### config.mk
export PLATFORM = sky130hd
export DESIGN_NAME = pmc_power_ctrl
export DESIGN_NICKNAME = d
export VERILOG_FILES = /design/src/hw/pmc_pkg.sv /design/src/hw/pmc_power_ctrl.sv
export VERILOG_INCLUDE_DIRS = /design/src /design/src/hw
export SDC_FILE = /design/constraint.sdc
export NUM_CORES = 1
export LEC_CHECK = 0
export BUFFER_PORTS_ARGS = -buffer_cell sky130_fd_sc_hd__buf_2
export CAP_MARGIN = 20
export CORE_MARGIN = 3
export CORE_UTILIZATION = 35
export DETAILED_ROUTE_END_ITERATION = 10
export PLACE_DENSITY = 0.63
export SLEW_MARGIN = 20
export SYNTH_ARGS = -nofsm -noshare
export SYNTH_HDL_FRONTEND = slang
export SYNTH_SLANG_ARGS = --single-unit
export TNS_END_PERCENT = 20
### constraint.sdc
create_clock -name clk -period 6.4 [get_ports clk]
set_clock_uncertainty 0.2 [all_clocks]
set_input_delay 1.28 -clock clk [delete_from_list [all_inputs] [get_ports clk]]
set_output_delay 1.28 -clock clk [all_outputs]
set_load 0.02 [all_outputs]
### src/hw/pmc_defines.svh
// Register offsets, field positions, reset values and timing figures
`ifndef PMC_DEFINES_SVH
`define PMC_DEFINES_SVH
`define PMC_ADDR_W 4
`define PMC_OFS_FOSC 4'h0
`define PMC_OFS_SCC 4'h4
`define PMC_OFS_WAKE 4'h8
`define PMC_OFS_STAT 4'hC
`define PMC_FOSC_EN_BIT 0
`define PMC_FOSC_STB_BIT 1
`define PMC_FOSC_FRQ_LO 2
`define PMC_SCC_SKEEP_BIT 0
`define PMC_SCC_FKEEP_BIT 1
`define PMC_SCC_SEL_LO 5
`define PMC_FOSC_EN_RST 1'b1
`define PMC_FOSC_FRQ_RST 2'h0
`define PMC_SCC_SEL_RST 3'h0
`define PMC_SEL_SUB 3'h7
`define PMC_FRQ_4M 2'h0
`define PMC_FRQ_8M 2'h1
`define PMC_FRQ_12M 2'h2
`define PMC_CLK_PERIOD_NS 4
`define PMC_FAST_PERIOD_NS 250
`define PMC_SUB_PERIOD_NS 31250
`define PMC_SWITCH_PERIODS 4
`define PMC_FAST_SETTLE_NS 256
`define PMC_RESP_OKAY 2'h0
`define PMC_RESP_SLVERR 2'h2
`endif

### src/hw/pmc_pkg.sv
// Types shared by the power mode clock controller
`default_nettype none
package pmc_pkg;
  typedef enum logic [5:0] {
    PMC_FAST = 6'h01,
    PMC_SLOW = 6'h02,
    PMC_SLEEP = 6'h04,
    PMC_IDLE_SUB = 6'h08,
    PMC_IDLE_BOTH = 6'h10,
    PMC_IDLE_FAST = 6'h20
  } pmc_mode_t;
  // Clock and power controls to the chip
  typedef struct packed {
    logic cpuRun;
    logic sysClkOn;
    logic fastClkOn;
    logic subClkOn;
    logic fastOscOn;
    logic holdState;
    logic [2:0] sysClkSel;
    logic [1:0] fastFreq;
  } pmc_clk_t;
  // One-cycle event pulses to the core
  typedef struct packed {
    logic wdtClear;
    logic pcSpReset;
    logic resumeNext;
    logic irqService;
  } pmc_evt_t;
endpackage : pmc_pkg
`default_nettype wire

### src/hw/pmc_power_ctrl.sv
// Power mode and system clock controller with AXI4-Lite registers
//
// Decided for this implementation: the AXI4-Lite slave port and the placing of the registers.
`timescale 1ns/1ps
`default_nettype none
`include "pmc_defines.svh"
module pmc_power_ctrl import pmc_pkg::*; #(
  parameter int PORT_W = 8,
  parameter int IRQ_W = 8,
  parameter int SUB_PERIOD_CYC = `PMC_SUB_PERIOD_NS / `PMC_CLK_PERIOD_NS
) (
  input wire logic clk,
  input wire logic nrst,
  // AXI4-Lite slave
  input wire logic [`PMC_ADDR_W-1:0] awaddr,
  input wire logic awvalid,
  output logic awready,
  input wire logic [31:0] wdata,
  input wire logic [3:0] wstrb,
  input wire logic wvalid,
  output logic wready,
  output logic [1:0] bresp,
  output logic bvalid,
  input wire logic bready,
  input wire logic [`PMC_ADDR_W-1:0] araddr,
  input wire logic arvalid,
  output logic arready,
  output logic [31:0] rdata,
  output logic [1:0] rresp,
  output logic rvalid,
  input wire logic rready,
  // Core side
  input wire logic haltReq,
  input wire logic clrWdtReq,
  input wire logic wdtOverflow,
  input wire logic [IRQ_W-1:0] irqReq,
  input wire logic [IRQ_W-1:0] irqEnable,
  input wire logic stackFull,
  input wire logic [PORT_W-1:0] portAIn,
  input wire logic fastOscReady,
  input wire logic slowOscStable,
  output pmc_clk_t clkCtl,
  output pmc_evt_t evt,
  output logic powerdownFlag,
  output logic wdtTimeoutFlag
);
  localparam int FAST_PERIOD_CYC = `PMC_FAST_PERIOD_NS / `PMC_CLK_PERIOD_NS;
  localparam int SETTLE_CYC = (`PMC_FAST_SETTLE_NS + `PMC_CLK_PERIOD_NS - 1) / `PMC_CLK_PERIOD_NS;

  // Frequency code decode, 11 aliases to 4 MHz
  function automatic logic [1:0] decodeFreq(input logic [1:0] code);
    unique case (code)
      `PMC_FRQ_8M: decodeFreq = `PMC_FRQ_8M;
      `PMC_FRQ_12M: decodeFreq = `PMC_FRQ_12M;
      default: decodeFreq = `PMC_FRQ_4M;
    endcase
  endfunction : decodeFreq

  // Clock mode is low power when not fast or slow
  function automatic logic isLowPower(input pmc_mode_t m);
    isLowPower = (m != PMC_FAST) && (m != PMC_SLOW);
  endfunction : isLowPower

  logic rstSync1_reg;
  logic rstN;
  logic fastOscEn_reg;
  logic [1:0] freqSel_reg;
  logic fastStable_reg;
  logic [15:0] settleCnt_reg;
  logic [2:0] sysSel_reg;
  logic fastKeep_reg;
  logic slowKeep_reg;
  logic [PORT_W-1:0] wakeEn_reg;
  logic [2:0] curSel_reg;
  logic switchBusy_reg;
  logic [31:0] switchCnt_reg;
  logic [31:0] switchLoad;
  pmc_mode_t mode_reg;
  logic [IRQ_W-1:0] irqBlock_reg;
  logic [PORT_W-1:0] portMeta_reg;
  logic [PORT_W-1:0] portSync_reg;
  logic [PORT_W-1:0] portPrev_reg;
  logic portWake;
  logic irqWake;
  logic haltTake;
  logic awHeld_reg;
  logic wHeld_reg;
  logic [`PMC_ADDR_W-1:0] awAddr_reg;
  logic [31:0] wData_reg;
  logic wLane0_reg;
  logic wrFire;
  logic [31:0] rdValue;

  // Reset release through two flip-flops
  always_ff @(posedge clk or negedge nrst) begin
    if (!nrst) begin
      rstSync1_reg <= 1'b0;
      rstN <= 1'b0;
    end else begin
      rstSync1_reg <= 1'b1;
      rstN <= rstSync1_reg;
    end
  end

  // Write address and data channels, either order
  always_ff @(posedge clk or negedge rstN) begin
    if (!rstN) begin
      awHeld_reg <= 1'b0;
      wHeld_reg <= 1'b0;
      awAddr_reg <= '0;
      wData_reg <= '0;
      wLane0_reg <= 1'b0;
    end else begin
      if (awvalid && awready) begin
        awHeld_reg <= 1'b1;
        awAddr_reg <= awaddr;
      end else if (wrFire) begin
        awHeld_reg <= 1'b0;
      end
      if (wvalid && wready) begin
        wHeld_reg <= 1'b1;
        wData_reg <= wdata;
        wLane0_reg <= wstrb[0];
      end else if (wrFire) begin
        wHeld_reg <= 1'b0;
      end
    end
  end

  assign wrFire = awHeld_reg && wHeld_reg && !bvalid;

  // Channel readies and write response
  always_ff @(posedge clk or negedge rstN) begin
    if (!rstN) begin
      awready <= 1'b0;
      wready <= 1'b0;
      bvalid <= 1'b0;
      bresp <= `PMC_RESP_OKAY;
    end else begin
      awready <= !awHeld_reg && !(awvalid && awready) && !bvalid;
      wready <= !wHeld_reg && !(wvalid && wready) && !bvalid;
      if (wrFire) begin
        bvalid <= 1'b1;
        bresp <= (awAddr_reg == `PMC_OFS_FOSC || awAddr_reg == `PMC_OFS_SCC ||
                  awAddr_reg == `PMC_OFS_WAKE || awAddr_reg == `PMC_OFS_STAT) ?
                 `PMC_RESP_OKAY : `PMC_RESP_SLVERR;
      end else if (bready) begin
        bvalid <= 1'b0;
      end
    end
  end

  // Register read mux
  always_comb begin
    rdValue = 32'h0000_0000;
    unique case (araddr)
      `PMC_OFS_FOSC: begin
        rdValue[`PMC_FOSC_EN_BIT] = fastOscEn_reg;
        rdValue[`PMC_FOSC_STB_BIT] = fastStable_reg;
        rdValue[`PMC_FOSC_FRQ_LO +: 2] = freqSel_reg; // bits 7:4 stay zero
      end
      `PMC_OFS_SCC: begin
        rdValue[`PMC_SCC_SKEEP_BIT] = slowKeep_reg;
        rdValue[`PMC_SCC_FKEEP_BIT] = fastKeep_reg;
        rdValue[`PMC_SCC_SEL_LO +: 3] = sysSel_reg;
      end
      `PMC_OFS_WAKE: rdValue[PORT_W-1:0] = wakeEn_reg;
      `PMC_OFS_STAT: begin
        rdValue[0] = powerdownFlag;
        rdValue[1] = wdtTimeoutFlag;
        rdValue[13:8] = mode_reg;
        rdValue[18:16] = curSel_reg;
        rdValue[19] = switchBusy_reg;
        rdValue[21:20] = clkCtl.fastFreq;
      end
      default: rdValue = 32'h0000_0000;
    endcase
  end

  // Read channel
  always_ff @(posedge clk or negedge rstN) begin
    if (!rstN) begin
      arready <= 1'b0;
      rvalid <= 1'b0;
      rdata <= 32'h0000_0000;
      rresp <= `PMC_RESP_OKAY;
    end else begin
      arready <= !rvalid && !(arvalid && arready);
      if (arvalid && arready) begin
        rvalid <= 1'b1;
        rdata <= rdValue;
        rresp <= (araddr == `PMC_OFS_FOSC || araddr == `PMC_OFS_SCC ||
                  araddr == `PMC_OFS_WAKE || araddr == `PMC_OFS_STAT) ?
                 `PMC_RESP_OKAY : `PMC_RESP_SLVERR;
      end else if (rready) begin
        rvalid <= 1'b0;
      end
    end
  end

  // Software-written control fields
  always_ff @(posedge clk or negedge rstN) begin
    if (!rstN) begin
      fastOscEn_reg <= `PMC_FOSC_EN_RST;
      freqSel_reg <= `PMC_FOSC_FRQ_RST;
      sysSel_reg <= `PMC_SCC_SEL_RST;
      fastKeep_reg <= 1'b0;
      slowKeep_reg <= 1'b0;
      wakeEn_reg <= '0;
    end else if (wrFire && wLane0_reg) begin
      unique case (awAddr_reg)
        `PMC_OFS_FOSC: begin
          fastOscEn_reg <= wData_reg[`PMC_FOSC_EN_BIT];
          freqSel_reg <= wData_reg[`PMC_FOSC_FRQ_LO +: 2];
        end
        `PMC_OFS_SCC: begin
          sysSel_reg <= wData_reg[`PMC_SCC_SEL_LO +: 3];
          fastKeep_reg <= wData_reg[`PMC_SCC_FKEEP_BIT];
          slowKeep_reg <= wData_reg[`PMC_SCC_SKEEP_BIT];
        end
        `PMC_OFS_WAKE: wakeEn_reg <= wData_reg[PORT_W-1:0];
        default: ;
      endcase
    end
  end

  // Fast oscillator settle tracking and stable flag
  always_ff @(posedge clk or negedge rstN) begin
    if (!rstN) begin
      settleCnt_reg <= '0;
      fastStable_reg <= 1'b0;
    end else if (!clkCtl.fastOscOn || (wrFire && wLane0_reg && awAddr_reg == `PMC_OFS_FOSC &&
             (wData_reg[`PMC_FOSC_FRQ_LO +: 2] != freqSel_reg ||
              (wData_reg[`PMC_FOSC_EN_BIT] && !fastOscEn_reg)))) begin
      settleCnt_reg <= '0; // restart on enable or new frequency
      fastStable_reg <= 1'b0;
    end else if (settleCnt_reg < 16'(SETTLE_CYC)) begin
      settleCnt_reg <= settleCnt_reg + 16'h0001;
    end else begin
      fastStable_reg <= fastOscReady;
    end
  end

  // Cycles for the switch: four current system clock periods
  assign switchLoad = (curSel_reg == `PMC_SEL_SUB) ?
                      32'(`PMC_SWITCH_PERIODS * SUB_PERIOD_CYC) :
                      32'((`PMC_SWITCH_PERIODS * FAST_PERIOD_CYC) << curSel_reg);

  // System clock source switching
  always_ff @(posedge clk or negedge rstN) begin
    if (!rstN) begin
      curSel_reg <= `PMC_SCC_SEL_RST;
      switchBusy_reg <= 1'b0;
      switchCnt_reg <= '0;
    end else if (switchBusy_reg) begin
      if (switchCnt_reg <= 32'h0000_0001) begin
        switchBusy_reg <= 1'b0;
        curSel_reg <= sysSel_reg;
      end else begin
        switchCnt_reg <= switchCnt_reg - 32'h0000_0001;
      end
    end else if (!isLowPower(mode_reg) && sysSel_reg != curSel_reg) begin
      if (sysSel_reg == `PMC_SEL_SUB && slowOscStable) begin
        switchBusy_reg <= 1'b1;
        switchCnt_reg <= switchLoad;
      end else if (sysSel_reg != `PMC_SEL_SUB && fastStable_reg) begin
        switchBusy_reg <= 1'b1;
        switchCnt_reg <= switchLoad;
      end
    end
  end

  // Port A edge detection on the free-running clock
  always_ff @(posedge clk or negedge rstN) begin
    if (!rstN) begin
      portMeta_reg <= '1;
      portSync_reg <= '1;
      portPrev_reg <= '1;
    end else begin
      portMeta_reg <= portAIn;
      portSync_reg <= portMeta_reg;
      portPrev_reg <= portSync_reg;
    end
  end

  assign portWake = |(wakeEn_reg & portPrev_reg & ~portSync_reg);
  assign irqWake = |(irqReq & ~irqBlock_reg);
  assign haltTake = haltReq && !isLowPower(mode_reg) && !switchBusy_reg;

  // Operating mode state machine and core events
  always_ff @(posedge clk or negedge rstN) begin
    if (!rstN) begin
      mode_reg <= PMC_FAST;
      irqBlock_reg <= '0;
      evt <= '0;
    end else begin
      evt <= '0;
      unique case (mode_reg)
        PMC_FAST, PMC_SLOW: begin
          mode_reg <= (curSel_reg == `PMC_SEL_SUB) ? PMC_SLOW : PMC_FAST;
          if (haltTake) begin
            irqBlock_reg <= irqReq;
            evt.wdtClear <= 1'b1;
            unique case ({fastKeep_reg, slowKeep_reg})
              2'b00: mode_reg <= PMC_SLEEP;
              2'b01: mode_reg <= PMC_IDLE_SUB;
              2'b11: mode_reg <= PMC_IDLE_BOTH;
              2'b10: mode_reg <= PMC_IDLE_FAST;
            endcase
          end
        end
        PMC_SLEEP, PMC_IDLE_SUB, PMC_IDLE_BOTH, PMC_IDLE_FAST: begin
          if (wdtOverflow || portWake || irqWake) begin
            mode_reg <= (curSel_reg == `PMC_SEL_SUB) ? PMC_SLOW : PMC_FAST;
            irqBlock_reg <= '0;
            if (wdtOverflow) begin
              evt.pcSpReset <= 1'b1;
            end else if (!portWake && |(irqReq & ~irqBlock_reg & irqEnable) && !stackFull) begin
              evt.irqService <= 1'b1;
            end else begin
              evt.resumeNext <= 1'b1;
            end
          end
        end
      endcase
    end
  end

  // Status flags; set wins over clear
  always_ff @(posedge clk or negedge rstN) begin
    if (!rstN) begin
      powerdownFlag <= 1'b0;
      wdtTimeoutFlag <= 1'b0;
    end else begin
      if (haltTake) begin
        powerdownFlag <= 1'b1;
      end else if (clrWdtReq) begin
        powerdownFlag <= 1'b0;
      end
      if (wdtOverflow) begin
        wdtTimeoutFlag <= 1'b1;
      end else if (haltTake) begin
        wdtTimeoutFlag <= 1'b0;
      end
    end
  end

  // Clock gating and oscillator power per mode
  always_ff @(posedge clk or negedge rstN) begin
    if (!rstN) begin
      clkCtl <= '0;
      clkCtl.fastFreq <= `PMC_FRQ_4M; // Reset code decodes to 4 MHz
    end else begin
      clkCtl.sysClkSel <= curSel_reg;
      if (fastStable_reg) begin
        clkCtl.fastFreq <= decodeFreq(freqSel_reg);
      end
      clkCtl.holdState <= isLowPower(mode_reg);
      unique case (mode_reg)
        PMC_FAST, PMC_SLOW: begin
          clkCtl.cpuRun <= 1'b1;
          clkCtl.sysClkOn <= 1'b1;
          clkCtl.fastOscOn <= fastOscEn_reg || curSel_reg != `PMC_SEL_SUB;
          clkCtl.fastClkOn <= fastOscEn_reg || curSel_reg != `PMC_SEL_SUB;
          clkCtl.subClkOn <= 1'b1;
        end
        PMC_SLEEP: begin
          clkCtl.cpuRun <= 1'b0;
          clkCtl.sysClkOn <= 1'b0;
          clkCtl.fastOscOn <= 1'b0;
          clkCtl.fastClkOn <= 1'b0;
          clkCtl.subClkOn <= 1'b0;
        end
        PMC_IDLE_SUB: begin
          clkCtl.cpuRun <= 1'b0;
          clkCtl.sysClkOn <= curSel_reg == `PMC_SEL_SUB;
          clkCtl.fastOscOn <= 1'b0;
          clkCtl.fastClkOn <= 1'b0;
          clkCtl.subClkOn <= 1'b1;
        end
        PMC_IDLE_BOTH: begin
          clkCtl.cpuRun <= 1'b0;
          clkCtl.sysClkOn <= 1'b1;
          clkCtl.fastOscOn <= 1'b1;
          clkCtl.fastClkOn <= 1'b1;
          clkCtl.subClkOn <= 1'b1;
        end
        PMC_IDLE_FAST: begin
          clkCtl.cpuRun <= 1'b0;
          clkCtl.sysClkOn <= curSel_reg != `PMC_SEL_SUB;
          clkCtl.fastOscOn <= 1'b1;
          clkCtl.fastClkOn <= 1'b1;
          clkCtl.subClkOn <= 1'b0;
        end
      endcase
    end
  end
endmodule : pmc_power_ctrl
`default_nettype wire

Yosys cells after proc, flatten, opt, wreduce, memory -nomap -nowiden
Index checks and enable logic that the tools add are counted.
Storage, ports and cells
  output and inout bits: 58
  word-level logic and storage cells: 206
  flip-flop bits (word level): 170
  input bits: 81
Cells by class
  add/subtract/negate cells: 2
  equal/unequal tests: 29
  mux-type cells: 52
  bitwise gates (word level): 6
  reduce and logical (&&, ||, !) cells: 69
  magnitude comparators: 2
  shifts and indexed selects: 1
Operators by type and width (number)
  $mux 32: 6
  $and 8x8->8: 4
  $le 32x1->1 const B: 1
  $mux 16: 2
  $shl 8x3->32 const A: 1
  $sub 32x1->32 const B: 1
  $pmux 5 s5: 1
  $mux 1: 24
  $mux 6: 4
  $pmux 6 s4: 1
  $reduce_or 8->1: 3
  $logic_and 1x1->1: 22
  $add 16x1->16 const B: 1
  $eq 4x4->1 const B: 4
  $lt 16x7->1 const B: 1
  $mux 8: 2
  $not 8->8: 2
  $pmux 8 s2: 1
  $reduce_bool 2->1: 8
  $logic_not 1->1: 13
  $pmux 6 s2: 1
  $logic_or 1x1->1: 11
  $reduce_and 2->1: 5
  $eq 4x3->1 const B: 2
  other kinds (26): 40

Longest topological paths before layout
  word-level depth: 10
  mapped depth: 10
  depth with buffers taken out: 9

Worst setup path before layout
OpenSTA, ideal clock, no wires.
  path type: input port to flip-flop
  start: input irqReq[7]
  end: register irqBlock_reg[0]
  setup slack: 3408 ps
  data arrival time: 2672 ps
  library setup time: 121 ps
  required time: 6079 ps
  stages on the path: 8
  buffers on the path: 2
  cell sequence: nor2b_1 nor3_1 and3_1 and4_1 clkbuf_1 or2_2 clkbuf_1 a22o_1
Between the ends
  longest elaborated chain between the ends: 5
Ends and longest elaborated chain
  start, declared: line pmc_power_ctrl.sv:36  | input wire logic [IRQ_W-1:0] irqReq,
  $and 8x8->8: line pmc_power_ctrl.sv:287  | assign irqWake = |(irqReq & ~irqBlock_reg);
  $reduce_or 8->1: line pmc_power_ctrl.sv:287
  $logic_or 1x1->1: line pmc_power_ctrl.sv:313  | if (wdtOverflow || portWake || irqWake) begin
  $ne 2x2->1 (no source line)
  $reduce_and 2->1 (no source line)
  end signal, assigned: line pmc_power_ctrl.sv:302  | irqBlock_reg <= irqReq;
  end, declared: line pmc_power_ctrl.sv:79  | logic [IRQ_W-1:0] irqBlock_reg;
No other way between the ends.
A chain may end at the register's enable or synchronous reset.

Worst setup path in the final report
  start: register switchCnt_reg[19]
  end: register switchCnt_reg[6]
Between the ends
  longest elaborated chain between the ends: 3
Ends and longest elaborated chain
  start, declared: line pmc_power_ctrl.sv:76  | logic [31:0] switchCnt_reg;
  start signal, assigned: line pmc_power_ctrl.sv:260  | switchCnt_reg <= switchCnt_reg - 32'h0000_0001;
  start signal, assigned: line pmc_power_ctrl.sv:265  | switchCnt_reg <= switchLoad;
  start signal, assigned: line pmc_power_ctrl.sv:268  | switchCnt_reg <= switchLoad;
  $le 32x1->1: line pmc_power_ctrl.sv:256  | if (switchCnt_reg <= 32'h0000_0001) begin
  $ne 2x2->1 (no source line)
  $reduce_and 3->1 (no source line)
No other way between the ends.

==> summary.txt <==
Min path
  – Worst hold path class: reg -> async

Logic synthesis
  – Share of flip-flops with an asynchronous set or reset: 100%
  – Syn Std Cell Area: about 0.0073 mm²
  – Sequential-to-total area share from yosys stat: 57.7%
  – Most common cell in the netlist: dfrtp_1
  – Netlist cell types: 59
  – Synth Area per Inst: about 11 µm²
  – Dominant cells by area after synthesis: dfrtp_1, dfstp_2, mux2_2
  – Number of synthesized flops with an enable pin: 0
  – Commonest cells in the netlist: dfrtp_1, nor2_1, nand2_1, mux2_2, o21ai_0
  – Cell taking the most area after synthesis: dfrtp_1
  – Cells after Synth: 653
  – FF+latch count, synth: 167
  – Yosys top cell area share: about half
  – Main synth FF type: dfrtp_1
  – Synth warnings: 0

Place
  – Cell Count Post-Placement: ~1,000
  – RePlAce Congestion: 0.868
  – PortBufs: 97
  – Hpwl dp: ~11,000 µm

Global routing
  – Pin count of the biggest net entering global routing: 74
  – GRT overflow: 0
  – First-pass GRT wire length: about 27,000 µm
  – Initial antenna violation count: 0
  – Vias in the first global route: 4,964
  – Total Routing Usage GR: around 15%

Clock network
  – CTS sink cnt: ~170
  – Worst skew pair latency: 0.43 ns
  – CTS tree: built
  – Post-CTS setup repair buffer count: 0
  – CTS root buf: clkbuf_16
  – H-tree depth: 4
  – Post_cts resized: 0
  – CTS clk-pin slew, worst paths: 0.07 ns
  – Cts bufs inserted: 17
  – Buffer depth of the longest clock path: 2
  – Cts-stage hold buffer count: 0

Floorplanning
  – Die Width: about 150 µm
  – Std cell rows: between 50 and 60
  – Starting density of the core: between 30% and 40%
  – Die area: 0.0226 mm²
  – Core box area: about 0.020 mm²
  – IO Pins: about 140
  – Die H: 150 µm

Timing
  – Max Clk Rate: 0.302 GHz
  – Minimum clock period: ~3.3 ns
  – Final Cycle Share: 51.7%
  – Slew HR: 34.9%
  – Slew @ Worst Pin: 0.975 ns
  – RSZ-0062 raised after global routing: no
  – Setup TNS: 0 ns
  – Hold Fails Final Rpt: 0
  – Max Slew Vio Count: 0
  – WHS: 0.140 ns
  – # setup viols final: 0

Setup path
  – Worst setup path start: switchCnt_reg[19]$_DFFE_PN0P_
  – Crit path capture: switchCnt_reg[6]$_DFFE_PN0P_
  – Reg2reg setup slack: 3.09 ns
  – Worst R2R End: switchCnt_reg[6]$_DFFE_PN0P_
  – CP Class: reg -> reg
  – Start of the worst register-to-register path: switchCnt_reg[19]$_DFFE_PN0P_
  – CP required: 6.48 ns
  – Arr. time, crit path: 3.39 ns
  – Worst-path fanout max: 13
  – Worst Reg-to-Reg Cells: 7
  – Crit. End Element: register
  – Crit start category: register

Detailed routing
  – Final ANT Viol Nets: 0
  – Vias: 5,058
  – Drt drc: 0
  – Pre-antenna DRT Iters: 5
  – Post-Route WL: 16,000 µm
  – Vias/cell: 4.90
  – DRT iter0 DRCs: 370
  – Drt wl/cell: about 15 µm

Layout
  – Largest register FFs: 32
  – Fill cells: 1,963
  – Post-layout util: 42.3%
  – Area Overhead vs Synth: 18.0%
  – Fin nets: between 800 and 900
  – Post-route insts no fill: ~1,000
  – Ant diodes: 0
  – Share of cells above drive strength 1: 26.4%

Power and ir drop
  – Design Power: 3.37 mW
  – Lkg Pwr: 4.04 nW
  – Peak VDD IR: 0.000210 V
  – Pwr Density: 391 mW/mm²

Run
  – MaxCap Viol Count: 0

Status
  – Outcome: finished clean
==> stage by stage <==
stage	setup slack [ns]	area, µm²
floorplan	1.25	7350
global placement	2.99	8000
detailed placement	2.97	8000
CTS	3.08	8610
global route	2.88	8610
finish	3.09	8610
==> per-layer routing <==
metal / vias to the layer above / track usage (%) / wire [µm] / part of all wire (%)
met3: 20 / 3.19 / 631 / 4.0
met4: 0 / 5.54 / 323 / 2.0
met1: 2432 / 21.5 / 7790 / 49
met5: - / 0 / 0 / 0
met2: 107 / 22.4 / 7200 / 45
li1: 2499 / - / - / -
==> layout by cell type, fill, tap and decap left out, types with 5 or more instances in the layout <==
cell	n
a21oi_1	10
a22o_1	24
a22oi_1	9
and2_1	5
and3_1	14
and4_1	5
buf_2	97
clkbuf_16	20
conb_1	15
dfrtp_1	140
dfstp_2	26
ha_1	5
inv_1	22
mux2_2	30
mux2i_1	6
nand2_1	55
nand2b_1	5
nand3_1	10
nand4_1	6
nor2_1	57
nor2b_1	11
nor3_1	20
nor4_1	14
o21ai_0	27
o22ai_1	7
o31ai_1	5
or3_1	14
or4_1	8
xnor2_1	17
xor2_1	14
==> worst min-delay path by stage <==
stage	start	slack, ns	cells after the start	endpoint
after global placement	rstSync1_reg$_DFF_PN0_	0.14	0	rstN$_DFF_PN0_
after floorplan	rstSync1_reg$_DFF_PN0_	0.13	0	rstN$_DFF_PN0_
after detailed placement	rstSync1_reg$_DFF_PN0_	0.14	0	rstN$_DFF_PN0_
final	rstN$_DFF_PN0_	0.14	0	powerdownFlag$_DFFE_PN0P_
after CTS	rstSync1_reg$_DFF_PN0_	0.15	0	rstN$_DFF_PN0_
after global routing	portMeta_reg[2]$_DFF_PN1_	0.16	0	portSync_reg[2]$_DFF_PN1_
==> power by group <==
| group | internal (mW) | switching, mW | total, mW | leakage [nW] |
|---|---|---|---|---|
| combinational | 0.335 | 0.472 | 0.807 | 1.65 |
| sequential | 1.30 | 0.221 | 1.52 | 2.08 |
| clock | 0.602 | 0.445 | 1.05 | 0.303 |
| total | 2.23 | 1.14 | 3.37 | 4.04 |
==> final cells by class <==
type	instances	area, µm²	area share, %
multi-input cells	439	2840	33.0
inverters	23	86.3	1.00
clock buffers	23	532	6.17
repair buffers	101	515	5.98
flip-flops and latches	167	4220	48.9
clock inverters	9	85.1	0.988
well taps	270	338	3.92
==> cell families (layout without fill, tap and decap cells) <==
kind of cell    after synthesis  count (layout)  synth area share (%)
simple gates                243             243                  17.6
flops                       167             167                  57.7
compound gates              108             108                  10.3
buf+inv                      60             156                  4.03
mux                          37              37                  5.76
xor+xnor                     31              31                  3.72
fa+ha+maj                     5               5                 0.857
other cells                   2              15                 0.103
==> worst max-delay path, cell delays in order (launching register included) <==
cell	delay (ns)
dfrtp_1	0.39
or4_4	0.56
or3_1	0.43
nor4_4	0.62
or2_2	0.41
inv_2	0.18
a41oi_1	0.23
o311ai_0	0.14
No activity file was read; power rests on OpenSTA's default activity.
